==> src/shared/node_discovery_defines.svh <==
// Constants for the node discovery command block.
// Assumes a single 250 MHz system clock.
`ifndef NODE_DISCOVERY_DEFINES_SVH
`define NODE_DISCOVERY_DEFINES_SVH
`define CLK_PERIOD_PS 4000
`define TIMEOUT_UNIT_MS 100
`define CYCLES_PER_MS 250000
`define TIMEOUT_RESET 8'h19
`define COMPAT_BIT 1
`define LONG_ADDR_FLAG 16'hFFFE
`define API_RESP_FRAME 8'h88
`define REG_CTRL 4'h0
`define REG_CMD 4'h1
`define REG_TIMEOUT 4'h2
`define REG_COMPAT 4'h3
`define REG_DEST_HI 4'h4
`define REG_DEST_LO 4'h5
`define REG_STATUS 4'h6
`define REG_IRQ_STAT 4'h7
`define REG_IRQ_EN 4'h8
`define REG_IRQ_CLR 4'h9
`define REG_LABEL 4'hA
`define CMD_DISCOVER 2'h1
`define CMD_DIRECTED 2'h2
`define CMD_LOOKUP 2'h3
`define IRQ_DONE 0
`define IRQ_ERROR 1
`define IRQ_REPLY 2
`define IRQ_CRLF 3
`define IRQ_W 4
`endif

==> src/shared/node_discovery_pkg.sv <==
// Types for the node discovery command block.
// Included by the design; no logic here.
package node_discovery_pkg;
  typedef enum logic [4:0] {
    ST_IDLE = 5'h01,
    ST_WAIT = 5'h02,
    ST_HOLD = 5'h04,
    ST_OK = 5'h08,
    ST_ERR = 5'h10
  } state_t;
  typedef enum logic [1:0] {
    RES_NONE = 2'h0,
    RES_OK = 2'h1,
    RES_ERR = 2'h2,
    RES_CRLF = 2'h3
  } result_t;
endpackage

==> src/hdl/node_discovery_control.sv <==
// Node discovery command interpreter: discover, directed discover, destination lookup.
// Assumes an Avalon-MM master for registers and a radio layer that broadcasts and returns replies.
// Function
// - Discovery without label broadcasts to every node on current network.
// - Transparent-mode discovery blocks all other commands until timeout elapses.
// - Transparent discovery timeout emits one extra CRLF, replies or not.
// - API discovery forwards replies as frames; silence on none; still blocks.
// - Compat bit 1 in API with no reply sends an OK response frame.
// - Directed discovery broadcasts a label; only matching node replies.
// - Transparent directed: after reply emit CRLF, end, accept commands.
// - Transparent directed: no timely reply gives ERROR at timeout.
// - API directed: forward reply frame and end immediately.
// - API directed: no reply gives error frame at timeout.
// - Compat bit 1 directed: end only at timeout, always success.
// - Lookup broadcasts label; first match loads destination registers, succeeds.
// - Lookup success: transparent outputs OK, leaves command mode; API stays.
// - Lookup without label ends at once with error, no broadcast.
// - Lookup with no matching answer ends with error at timeout.
// - Lookup never forwards responder information to the host.
// - Short responder address: clear high and upper low bits, load short.
// - Responder short FFFE: copy its serial halves to destination registers.
//
// Design decisions made here: the Avalon-MM interface to the registers and the register offsets.
`timescale 1ns/100ps
`include "node_discovery_defines.svh"
module node_discovery_control #(
  parameter int CYCLES_PER_UNIT = `CYCLES_PER_MS * `TIMEOUT_UNIT_MS
) (
  // Clock and reset
  input wire logic clk_sys_in,
  input wire logic nrst_in,
  // Avalon-MM slave
  input wire logic [3:0] avs_address_in,
  input wire logic avs_read_in,
  input wire logic avs_write_in,
  input wire logic [31:0] avs_writedata_in,
  output logic [31:0] avs_readdata_out,
  output logic avs_waitrequest_out,
  // Radio side
  output logic bcast_valid_out,
  output logic [1:0] bcast_kind_out,
  output logic [31:0] bcast_label_out,
  input wire logic reply_valid_in,
  input wire logic [15:0] reply_short_addr_in,
  input wire logic [31:0] reply_serial_high_in,
  input wire logic [31:0] reply_serial_low_in,
  // Host-facing result stream
  output logic fwd_reply_valid_out,
  output logic fwd_reply_api_out,
  output logic [1:0] result_out,
  output logic result_valid_out,
  output logic [7:0] result_frame_type_out,
  output logic cmd_mode_exit_out,
  output logic busy_out,
  // Interrupt
  output logic irq_out
);

  node_discovery_pkg::state_t state_q, state_d;
  logic [1:0] cmd_q;
  logic api_q;
  logic label_q;
  logic [31:0] label_text_q;
  logic [7:0] timeout_q;
  logic [1:0] compat_q;
  logic [31:0] dest_high_q;
  logic [31:0] dest_low_q;
  logic [7:0] units_q;
  logic [31:0] div_q;
  logic replied_q;
  logic [`IRQ_W-1:0] irq_stat_q;
  logic [`IRQ_W-1:0] irq_en_q;
  logic ack_q;
  logic [31:0] rdata_q;

  // Every access takes two cycles; a write acts only at the edge where waitrequest is low
  wire access = (avs_read_in | avs_write_in) & ~ack_q;
  wire wr = avs_write_in & ack_q;
  function automatic logic hit(input logic [3:0] a, input logic [3:0] r);
    hit = (a == r);
  endfunction
  wire wr_ctrl = wr & hit(avs_address_in, `REG_CTRL);
  wire wr_cmd = wr & hit(avs_address_in, `REG_CMD);
  wire idle = (state_q == node_discovery_pkg::ST_IDLE);
  wire [1:0] new_cmd = avs_writedata_in[1:0];
  wire new_label = avs_writedata_in[2];
  // Commands while busy are dropped; blocking is the point of the pending wait
  wire start = wr_cmd & idle & (new_cmd != 2'h0);
  wire compat = compat_q[`COMPAT_BIT];
  wire unit_tick = (div_q == 32'(CYCLES_PER_UNIT - 1));
  wire expired = (state_q == node_discovery_pkg::ST_WAIT || state_q == node_discovery_pkg::ST_HOLD)
                 && unit_tick && (units_q <= 8'h01);
  wire waiting = (state_q == node_discovery_pkg::ST_WAIT) || (state_q == node_discovery_pkg::ST_HOLD);
  wire got_reply = waiting & reply_valid_in;
  wire first_reply = (state_q == node_discovery_pkg::ST_WAIT) & reply_valid_in;
  wire is_long = (reply_short_addr_in == `LONG_ADDR_FLAG);
  wire lookup_hit = first_reply & (cmd_q == `CMD_LOOKUP);
  wire directed_hit = first_reply & (cmd_q == `CMD_DIRECTED);

  always_comb begin
    state_d = state_q;
    unique case (state_q)
      node_discovery_pkg::ST_IDLE: begin
        if (start) begin
          if (new_cmd == `CMD_LOOKUP && !new_label) begin
            state_d = node_discovery_pkg::ST_ERR;
          end else begin
            state_d = node_discovery_pkg::ST_WAIT;
          end
        end
      end
      node_discovery_pkg::ST_WAIT: begin
        if (lookup_hit) begin
          state_d = node_discovery_pkg::ST_OK;
        end else if (directed_hit && !compat) begin
          state_d = node_discovery_pkg::ST_OK;
        end else if (directed_hit) begin
          state_d = node_discovery_pkg::ST_HOLD;
        end else if (expired) begin
          state_d = node_discovery_pkg::ST_ERR;
        end
      end
      node_discovery_pkg::ST_HOLD: begin
        if (expired) begin
          state_d = node_discovery_pkg::ST_OK;
        end
      end
      node_discovery_pkg::ST_OK: state_d = node_discovery_pkg::ST_IDLE;
      node_discovery_pkg::ST_ERR: state_d = node_discovery_pkg::ST_IDLE;
      default: state_d = node_discovery_pkg::ST_IDLE;
    endcase
  end

  // Outcome of an ending command, decided in the cycle the state machine moves to ST_OK or ST_ERR
  logic [1:0] res_d;
  logic [7:0] frame_d;
  always_comb begin
    res_d = node_discovery_pkg::RES_NONE;
    frame_d = 8'h00;
    if (start && new_cmd == `CMD_LOOKUP && !new_label) begin
      res_d = node_discovery_pkg::RES_ERR;
    end else if (lookup_hit) begin
      res_d = node_discovery_pkg::RES_OK;
    end else if (directed_hit && !compat) begin
      res_d = api_q ? node_discovery_pkg::RES_NONE : node_discovery_pkg::RES_CRLF;
    end else if (expired) begin
      unique case (cmd_q)
        `CMD_DISCOVER: begin
          if (!api_q) begin
            res_d = node_discovery_pkg::RES_CRLF;
          end else if (compat && !replied_q && !got_reply) begin
            res_d = node_discovery_pkg::RES_OK;
          end else begin
            res_d = node_discovery_pkg::RES_NONE;
          end
        end
        `CMD_DIRECTED: begin
          if (compat) begin
            res_d = node_discovery_pkg::RES_OK;
          end else begin
            res_d = node_discovery_pkg::RES_ERR;
          end
        end
        default: res_d = node_discovery_pkg::RES_ERR;
      endcase
    end
    if (api_q && res_d != node_discovery_pkg::RES_NONE) begin
      frame_d = `API_RESP_FRAME;
    end
  end
  wire res_fire = (res_d != node_discovery_pkg::RES_NONE);

  always_ff @(posedge clk_sys_in or negedge nrst_in) begin
    if (!nrst_in) begin
      state_q <= node_discovery_pkg::ST_IDLE;
      cmd_q <= 2'h0;
      label_q <= 1'b0;
      replied_q <= 1'b0;
    end else begin
      state_q <= state_d;
      if (start) begin
        cmd_q <= new_cmd;
        label_q <= new_label;
      end
      replied_q <= start ? 1'b0 : (replied_q | got_reply);
    end
  end

  // Timeout counter: reload on start (zero counts as one unit); outside a wait units hold and the divider clears
  always_ff @(posedge clk_sys_in or negedge nrst_in) begin
    if (!nrst_in) begin
      div_q <= 32'h0;
      units_q <= 8'h0;
    end else if (start) begin
      div_q <= 32'h0;
      units_q <= (timeout_q == 8'h00) ? 8'h01 : timeout_q;
    end else if (waiting) begin
      div_q <= unit_tick ? 32'h0 : div_q + 32'h1;
      if (unit_tick && units_q != 8'h00) begin
        units_q <= units_q - 8'h01;
      end
    end else begin
      div_q <= 32'h0;
    end
  end

  // Broadcast request to the radio layer
  always_ff @(posedge clk_sys_in or negedge nrst_in) begin
    if (!nrst_in) begin
      bcast_valid_out <= 1'b0;
      bcast_kind_out <= 2'h0;
      bcast_label_out <= 32'h0;
    end else begin
      bcast_valid_out <= start & (state_d == node_discovery_pkg::ST_WAIT);
      if (start) begin
        bcast_kind_out <= new_cmd;
        bcast_label_out <= new_label ? label_text_q : 32'h0;
      end
    end
  end

  // Reply forwarding and destination update
  always_ff @(posedge clk_sys_in or negedge nrst_in) begin
    if (!nrst_in) begin
      fwd_reply_valid_out <= 1'b0;
      fwd_reply_api_out <= 1'b0;
      dest_high_q <= 32'h0;
      dest_low_q <= 32'h0;
    end else begin
      fwd_reply_api_out <= api_q;
      fwd_reply_valid_out <= got_reply & (cmd_q != `CMD_LOOKUP) &
                             (cmd_q == `CMD_DISCOVER || state_q == node_discovery_pkg::ST_WAIT);
      if (lookup_hit) begin
        if (is_long) begin
          dest_high_q <= reply_serial_high_in;
          dest_low_q <= reply_serial_low_in;
        end else begin
          dest_high_q <= 32'h0;
          dest_low_q <= {16'h0, reply_short_addr_in};
        end
      end else if (wr & hit(avs_address_in, `REG_DEST_HI) & idle) begin
        dest_high_q <= avs_writedata_in;
      end else if (wr & hit(avs_address_in, `REG_DEST_LO) & idle) begin
        dest_low_q <= avs_writedata_in;
      end
    end
  end

  always_ff @(posedge clk_sys_in or negedge nrst_in) begin
    if (!nrst_in) begin
      result_out <= node_discovery_pkg::RES_NONE;
      result_valid_out <= 1'b0;
      result_frame_type_out <= 8'h00;
      cmd_mode_exit_out <= 1'b0;
    end else begin
      result_valid_out <= res_fire;
      result_out <= res_d;
      result_frame_type_out <= frame_d;
      cmd_mode_exit_out <= lookup_hit & ~api_q;
    end
  end

  // Software registers
  always_ff @(posedge clk_sys_in or negedge nrst_in) begin
    if (!nrst_in) begin
      api_q <= 1'b0;
      timeout_q <= `TIMEOUT_RESET;
      compat_q <= 2'h0;
      label_text_q <= 32'h0;
      irq_en_q <= '0;
    end else begin
      if (wr_ctrl) api_q <= avs_writedata_in[0];
      if (wr & hit(avs_address_in, `REG_TIMEOUT)) timeout_q <= avs_writedata_in[7:0];
      if (wr & hit(avs_address_in, `REG_COMPAT)) compat_q <= avs_writedata_in[1:0];
      if (wr & hit(avs_address_in, `REG_LABEL)) label_text_q <= avs_writedata_in;
      if (wr & hit(avs_address_in, `REG_IRQ_EN)) irq_en_q <= avs_writedata_in[`IRQ_W-1:0];
    end
  end

  // Sticky events: a set in the clearing cycle wins
  logic [`IRQ_W-1:0] irq_set;
  assign irq_set = {res_d == node_discovery_pkg::RES_CRLF, got_reply,
                    res_d == node_discovery_pkg::RES_ERR, res_fire};
  wire [`IRQ_W-1:0] irq_clr = (wr & hit(avs_address_in, `REG_IRQ_CLR)) ? avs_writedata_in[`IRQ_W-1:0] : '0;
  always_ff @(posedge clk_sys_in or negedge nrst_in) begin
    if (!nrst_in) begin
      irq_stat_q <= '0;
    end else begin
      irq_stat_q <= (irq_stat_q & ~irq_clr) | irq_set;
    end
  end
  assign irq_out = |(irq_stat_q & irq_en_q);

  logic [31:0] rmux;
  always_comb begin
    unique case (avs_address_in)
      `REG_CTRL: rmux = {31'h0, api_q};
      `REG_TIMEOUT: rmux = {24'h0, timeout_q};
      `REG_COMPAT: rmux = {30'h0, compat_q};
      `REG_DEST_HI: rmux = dest_high_q;
      `REG_DEST_LO: rmux = dest_low_q;
      `REG_STATUS: rmux = {27'h0, label_q, cmd_q, replied_q, ~idle};
      `REG_IRQ_STAT: rmux = {28'h0, irq_stat_q};
      `REG_IRQ_EN: rmux = {28'h0, irq_en_q};
      `REG_LABEL: rmux = label_text_q;
      default: rmux = 32'h0;
    endcase
  end

  always_ff @(posedge clk_sys_in or negedge nrst_in) begin
    if (!nrst_in) begin
      ack_q <= 1'b0;
      rdata_q <= 32'h0;
    end else begin
      ack_q <= access;
      if (avs_read_in & ~ack_q) rdata_q <= rmux;
    end
  end
  assign avs_waitrequest_out = (avs_read_in | avs_write_in) & ~ack_q;
  assign avs_readdata_out = rdata_q;
  assign busy_out = ~idle;

endmodule // node_discovery_control

==> config.mk <==
export PLATFORM = sky130hd
export DESIGN_NAME = node_discovery_control
export DESIGN_NICKNAME = d
export VERILOG_FILES = /design/src/shared/node_discovery_pkg.sv /design/src/hdl/node_discovery_control.sv
export VERILOG_INCLUDE_DIRS = /design/src /design/src/shared
export SDC_FILE = /design/constraint.sdc
export NUM_CORES = 1
export LEC_CHECK = 0
export BUFFER_PORTS_ARGS = -buffer_cell sky130_fd_sc_hd__buf_2
export CAP_MARGIN = 40
export CORE_ASPECT_RATIO = 1.75
export CORE_MARGIN = 10
export CORE_UTILIZATION = 56
export CTS_CLUSTER_SIZE = 30
export DETAILED_ROUTE_END_ITERATION = 10
export GPL_TIMING_DRIVEN = 1
export PLACE_DENSITY_LB_ADDON = 0.08
export SYNTH_ARGS = -nofsm -noshare
export SYNTH_HDL_FRONTEND = slang
export SYNTH_SLANG_ARGS = --single-unit
==> constraint.sdc <==
create_clock -name clk_sys_in -period 2.5 [get_ports clk_sys_in]
set_clock_uncertainty 0.15 [all_clocks]
set_input_delay 0.375 -clock clk_sys_in [delete_from_list [all_inputs] [get_ports clk_sys_in]]
set_output_delay 0.375 -clock clk_sys_in [all_outputs]
set_load 0.02 [all_outputs]
# Yosys cells after proc, flatten, opt, wreduce, memory -nomap -nowiden
# Cells that the tools add are included.
[classes]
n_lt_le_gt_ge = 1
n_reduce_logical = 28
n_bitwise = 33
eq_ne = 24
add_sub_neg = 2
n_mux = 36
[ops]
columns = ["op", "n"]
rows = [
  ["two-way mux 32 bit", 11],
  ["one-hot mux 32 bit (9 select lines)", 1],
  ["two-way mux 8 bit", 5],
  ["two-way mux 5 bit", 7],
  ["adder 32 x 1 -> 32 bit (second input constant)", 1],
  ["equality test 32 x 25 -> 1 bit (second input constant)", 1],
  ["AND 1 bit", 24],
  ["equality test 16 bit (second input constant)", 1],
  ["equality test 4 x 3 -> 1 bit (second input constant)", 4],
  ["one-hot mux 5 bit (3 select lines)", 1],
  ["two-way mux 2 bit", 7],
  ["equality test 4 bit (second input constant)", 3],
  ["nonzero test 2 bit", 6],
  ["equality test 2 bit (second input constant)", 5],
  ["equality test 5 x 2 -> 1 bit (second input constant)", 2],
  ["logical AND 1 bit", 10],
  ["AND 4 bit", 2],
  ["equality test 4 x 2 -> 1 bit (second input constant)", 2],
  ["<= comparator 8 x 1 -> 1 bit (second input constant)", 1],
  ["zero test 8 bit", 1],
  ["nonzero test 8 bit", 1],
  ["subtractor 8 x 1 -> 8 bit (second input constant)", 1],
  ["equality test 5 x 1 -> 1 bit (second input constant)", 1],
  ["equality test 5 x 3 -> 1 bit (second input constant)", 1],
  ["15 further kinds", 25],
]
[word_totals]
input_bits = 121
output_inout_bits = 84
wordCells = 148
reg_bits = 244

# Logic depth before layout (Yosys ltp)
[logic_depth]
word_depth = 15
ltp_mapped = 9
mapped_depth_nobuf = 9

# Worst setup path before layout
# OpenSTA, ideal clock, no wires.
[synth_timing]
kind = "register to register"
from = "register state_q[1]"
to = "register dest_low_q[31]"
stages_incl_launch_ff = 9
arrival_time_ps = 1849
t_required_ps = 2220
setup_slack_ps = 370
synth_period_minus_slack_ps = 2130
path_cell_list = "dfrtp_1 -> nor4_1 -> and2_1 -> buf_6 -> inv_4 -> nor4_4 -> buf_6 -> mux2i_1 -> o21ai_1"
[synth_between]
elab_chain_cells = 5
[synth_lines]
columns = ["item", "line", "rtl"]
rows = [
  ["from (decl)", "node_discovery_control.sv:59", "node_discovery_pkg::state_t state_q, state_d;"],
  ["from (signal assigned)", "node_discovery_control.sv:175", "state_q <= node_discovery_pkg::ST_IDLE;"],
  ["from (signal assigned)", "node_discovery_control.sv:180", "state_q <= state_d;"],
  ["equality test 5 x 2 -> 1 bit", "node_discovery_control.sv:95", "wire first_reply = (state_q == node_discovery_pkg::ST_WAIT) & reply_valid_in;"],
  ["AND 1 bit", "node_discovery_control.sv:95", ""],
  ["AND 1 bit", "node_discovery_control.sv:97", "wire lookup_hit = first_reply & (cmd_q == `CMD_LOOKUP);"],
  ["inequality test 2 bit (no source line) or nonzero test 2 bit (tied branches)", "n/a", ""],
  ["AND reduction 2 bit (no source line)", "n/a", ""],
  ["to (signal assigned)", "node_discovery_control.sv:236", "dest_low_q <= reply_serial_low_in;"],
  ["to (signal assigned)", "node_discovery_control.sv:239", "dest_low_q <= {16'h0, reply_short_addr_in};"],
  ["to (signal assigned)", "node_discovery_control.sv:244", "dest_low_q <= avs_writedata_in;"],
  ["to (decl)", "node_discovery_control.sv:67", "logic [31:0] dest_low_q;"],
]
# Several ways; a longest one is shown, not always the timed one.
# A chain may end at the register's enable or synchronous reset.

# Worst setup path in the final report
[layout_timing]
from = "register div_q[15]"
to = "register units_q[1]"
[layout_between]
elab_chain_cells = 4
[layout_lines]
columns = ["item", "line", "rtl"]
rows = [
  ["from (decl)", "node_discovery_control.sv:69", "logic [31:0] div_q;"],
  ["from (signal assigned)", "node_discovery_control.sv:198", "div_q <= unit_tick ? 32'h0 : div_q + 32'h1;"],
  ["equality test 32 x 25 -> 1 bit", "node_discovery_control.sv:90", "wire unit_tick = (div_q == 32'(CYCLES_PER_UNIT - 1));"],
  ["logical AND 1 bit", "node_discovery_control.sv:199", "if (unit_tick && units_q != 8'h00) begin"],
  ["nonzero test 2 bit (no source line)", "n/a", ""],
  ["AND reduction 2 bit (no source line)", "n/a", ""],
  ["to (signal assigned)", "node_discovery_control.sv:196", "units_q <= (timeout_q == 8'h00) ? 8'h01 : timeout_q;"],
  ["to (signal assigned)", "node_discovery_control.sv:200", "units_q <= units_q - 8'h01;"],
  ["to (decl)", "node_discovery_control.sv:68", "logic [7:0] units_q;"],
]
# Every way passes these cells.

==> metrics.yaml <==
finish:
  area_growth_pct: 26.0
  n_fill_cell: 1545
  final_nets: 1557
  drive_above_1_share_pct: 25.2
global_routing:
  grt_overflow: 0
  grt_antenna_before_repair: 2
  grt_max_degree: 84
  grt_pass1_vias: 10635
  grt_pass1_wl_mm: 57.5
  grt_usage_pct: 26.7
clock_tree:
  clk_pin_slew_worst_paths_ns: 0.07
  h-tree-depth: 1
  clockBufferDepth: 3
  cts_num_sinks: 237
  cts_buffers: 23
  clkLatencyLatePin_ns: 0.52
  cts_tree: "done"
  cts_root_buf: "clkbuf_16"
  cts_setup_buffers: 0
sta:
  whs_ns: 0.000205
  maxSlewHeadroom_pct: 45.8
  worst_pin_slew_ns: 0.812
  finalSetupViolations: 0
  finalCritPeriodShare_pct: 92.4
  fmax_ghz: 0.433
  slew_violations: 0
  tns_ns: 0
  post-route-min-period_ns: 2.31
  hold_violations: 0
  rsz0062_at_grt: "no"
worst_setup_path:
  ff2ff_path_depth: 7
  max_stage_delay_ns: 0.44
  path_buf_inv: 1
  critPathCaptureType: "flip-flop"
  path_cells: "nor4bb_2 > nand4_1 > nor4_4 > buf_4 > nand2_2 > mux2_2 > o21ai_1"
  worstSetupEndpoint: "units_q[1]"
  critPathSlowestCell: "dfrtp_1"
  crit_path_start: "div_q[15]"
  path_depth: 7
  path_max_fanout: 6
  path_delay_family: "simple AND/OR/NAND/NOR gates"
  worstReg2RegStart: "div_q[15]"
  r2r_setup_slack_ns: 0.19
  arrival_ns: 2.60
  r2r-end: "units_q[1]"
  critPathRequiredTime_ns: 2.79
  cp-start-kind: "flip-flop"
  crit_type: "flip-flop to flip-flop"
synth:
  ys_seq_area_share_pct: 52.5
  syn_inst: 1166
  ys_types: 65
  synthArstFlopShare_pct: 100
  syn_avg_cell_area_um2: 9.69
  synth.area.top_cells: "dfrtp_1 52%, nand2_1 7.6%, mux2_2 4.8%, nand3_1 4.6%, nor2_1 3.0%"
  synth_edf_count: 0
  synth-main-ff-cell: "dfrtp_1"
  yosys.area.top_type: "dfrtp_1"
  yosys_warnings: 0
  syn_area_um2: 11300
  yosys_register_bits: 237
  synth_top_cell_area_share_pct: 51.6
place:
  gp_congestion: 0.863
  portBuffers: 198
  dp_hpwl_mm: 24.2
die:
  die_area_um2: 26500
  start_util_pct: 57.0
  die_y_um: 208
  core_um2: 19800
  ios: 205
  fp.dieW_um: 127
  fp-row-count: 68
detailed_routing:
  dr_wl_met3_mm: 2.64
  vias: 10142
  highest_layer: "met4"
  drc: 0
  wl_met1_mm: 13.5
  firstDrtPassIters: 7
  drt-total-wl_mm: 36.1
  routedWlPerCell_um: 21.4
  ant_nets: 0
  viasPerCell: 6.00
  wl_met2_mm: 18.6
  drtIter0Drc: 642
min_path:
  min_path_type: "input port to flip-flop"
power:
  power_density_nw_per_um2: 695
  vdd_ir_drop_max_mv: 0.664
  leakage_nw: 6.86
status:
  status: "finished, final reports clean"
flow_run:
  drv_cap: 0
## registers in the layout, indices dropped and copies added, names as in the netlist, 4 cells and up
| register | count |
|---|---|
| dest_low_q | 32 |
| irq_stat_q | 4 |
| timeout_q | 8 |
| avs_readdata_out | 32 |
| label_text_q | 32 |
| bcast_label_out | 32 |
| dest_high_q | 32 |
| units_q | 8 |
| irq_en_q | 4 |
| div_q | 32 |
| state_q | 5 |
## metrics by stage
stage          instances  worst slack (ns)  util, %  area [um^2]  power [W]
4_1_cts             1689             0.117     71.7        14200    0.00990
5_1_grt             1690            0.0274     71.8        14200     0.0103
3_3_place_gp        1576             0.174     64.3        12800    0.00635
3_5_place_dp        1577             0.140     64.4        12800    0.00642
6_report            1691             0.191     71.8        14200    0.00989
2_1_floorplan       1171             0.370        -        11300    0.00575
## synth_stat cells (3+ instances only)
| cell type | count |
|---|---|
| dfrtp_1 | 233 |
| xnor2_1 | 14 |
| a21oi_1 | 19 |
| clkbuf_1 | 53 |
| or4_1 | 3 |
| nor2b_1 | 4 |
| a31oi_1 | 34 |
| buf_4 | 12 |
| ha_1 | 6 |
| nor4_1 | 11 |
| inv_1 | 9 |
| and2_1 | 7 |
| buf_2 | 16 |
| nand4_1 | 13 |
| mux2_2 | 48 |
| or3_1 | 3 |
| and4_1 | 4 |
| o2111ai_1 | 3 |
| a22o_1 | 32 |
| nor3b_1 | 3 |
| nand2_1 | 228 |
| nor2_1 | 90 |
| o21ai_0 | 45 |
| mux2i_1 | 20 |
| dfstp_2 | 4 |
| nand3_1 | 103 |
| o21ai_1 | 7 |
| a21oi_2 | 5 |
| xor2_1 | 20 |
| a22oi_1 | 38 |
| nor3_1 | 12 |
| nand2b_1 | 9 |
| and3_1 | 19 |
## worst reg2reg max path: stages, from the launching register on
cell and delay (ns):
dfrtp_1 0.44, nor4bb_2 0.39, nand4_1 0.26, nor4_4 0.32, buf_4 0.20, nand2_2 0.09
mux2_2 0.28, o21ai_1 0.11
## power breakdown
part           internal (W)  leakage (nW)  switching (W)
clock               0.00191         0.328        0.00152
sequential          0.00442          3.12       0.000438
combinational      0.000749          3.42       0.000860
total               0.00708          6.86        0.00282
## what timing repair did
item / 4_1_cts / 5_1_grt
setup endpoints to repair: 0 / 3
endpoints found under the hold margin: 143 / 0
hold buffers: 73 / 0
resized for setup: 0 / 3
## cell usage in the layout, fill, tap and decap left out, drive strengths merged, types with 3 or more instances in the layout
| master | Yosys | layout |
|---|---|---|
| o2111ai | 3 | 3 |
| xnor2 | 14 | 14 |
| conb | 1 | 6 |
| a22o | 32 | 32 |
| clkinvlp | 0 | 6 |
| buf | 32 | 246 |
| or4 | 3 | 3 |
| inv | 11 | 11 |
| and4 | 4 | 4 |
| nor4b | 3 | 3 |
| nor3b | 3 | 3 |
| or3 | 3 | 3 |
| a22oi | 38 | 38 |
| nand2 | 229 | 229 |
| xor2 | 20 | 20 |
| nor4 | 14 | 14 |
| nor3 | 14 | 14 |
| mux2i | 20 | 20 |
| dfrtp | 233 | 233 |
| o21ai | 52 | 52 |
| a31oi | 35 | 35 |
| nor2 | 90 | 90 |
| a21oi | 24 | 24 |
| ha | 6 | 6 |
| dlygate4sd3 | 0 | 73 |
| and3 | 19 | 19 |
| mux2 | 48 | 48 |
| nand4 | 13 | 13 |
| nor2b | 4 | 4 |
| and2 | 7 | 7 |
| nand3 | 104 | 104 |
| dfstp | 4 | 4 |
| nand2b | 9 | 9 |
| clkbuf | 53 | 29 |
## final cells by class
type	count	area, um^2	share of cell area [%]
clock buffers	29	598	4.20
multi-input cells	838	5010	35.2
flip-flops and latches	237	5940	41.7
clock inverters	10	119	0.835
inverters	11	43.8	0.308
repair buffers	319	2210	15.6
well taps	245	307	2.15
diodes	2	5.00	0.0352
## worst min-delay path by stage
stage,startpoint,to,slack [ns],cells after the start
after detailed placement,nrst_in,div_q[29],0.28,1
after global routing,reply_serial_high_in[6],dest_high_q[6],0.008,3
after CTS,reply_serial_high_in[6],dest_high_q[6],0.0002,3
after global placement,nrst_in,div_q[29],0.27,1
final,reply_short_addr_in[8],dest_low_q[8],0.0002,3
after floorplan,nrst_in,ack_q,-0.07,0
## per-layer routing
metal,global-route usage (%),up-vias
li1,-,4616
met1,31.4,4977
met2,46.1,440
met3,5.47,109
met4,11.1,0
met5,0,-
## logic make-up (layout without fill, tap and decap cells)
| kind of cell | Yosys count | count (layout) | share of synthesized area [%] |
|---|---|---|---|
| muxes | 69 | 69 | 6.75 |
| xor gates and xnor gates | 34 | 34 | 2.64 |
| adders and majority gates | 6 | 6 | 0.664 |
| AOI/OAI and AO/OA | 200 | 200 | 12.0 |
| buffers and inverters | 96 | 369 | 3.92 |
| DFF | 237 | 237 | 52.5 |
| and+or+nand+nor | 523 | 523 | 21.5 |
| other | 1 | 8 | 0.0332 |
(Power assumes the default switching activity.)
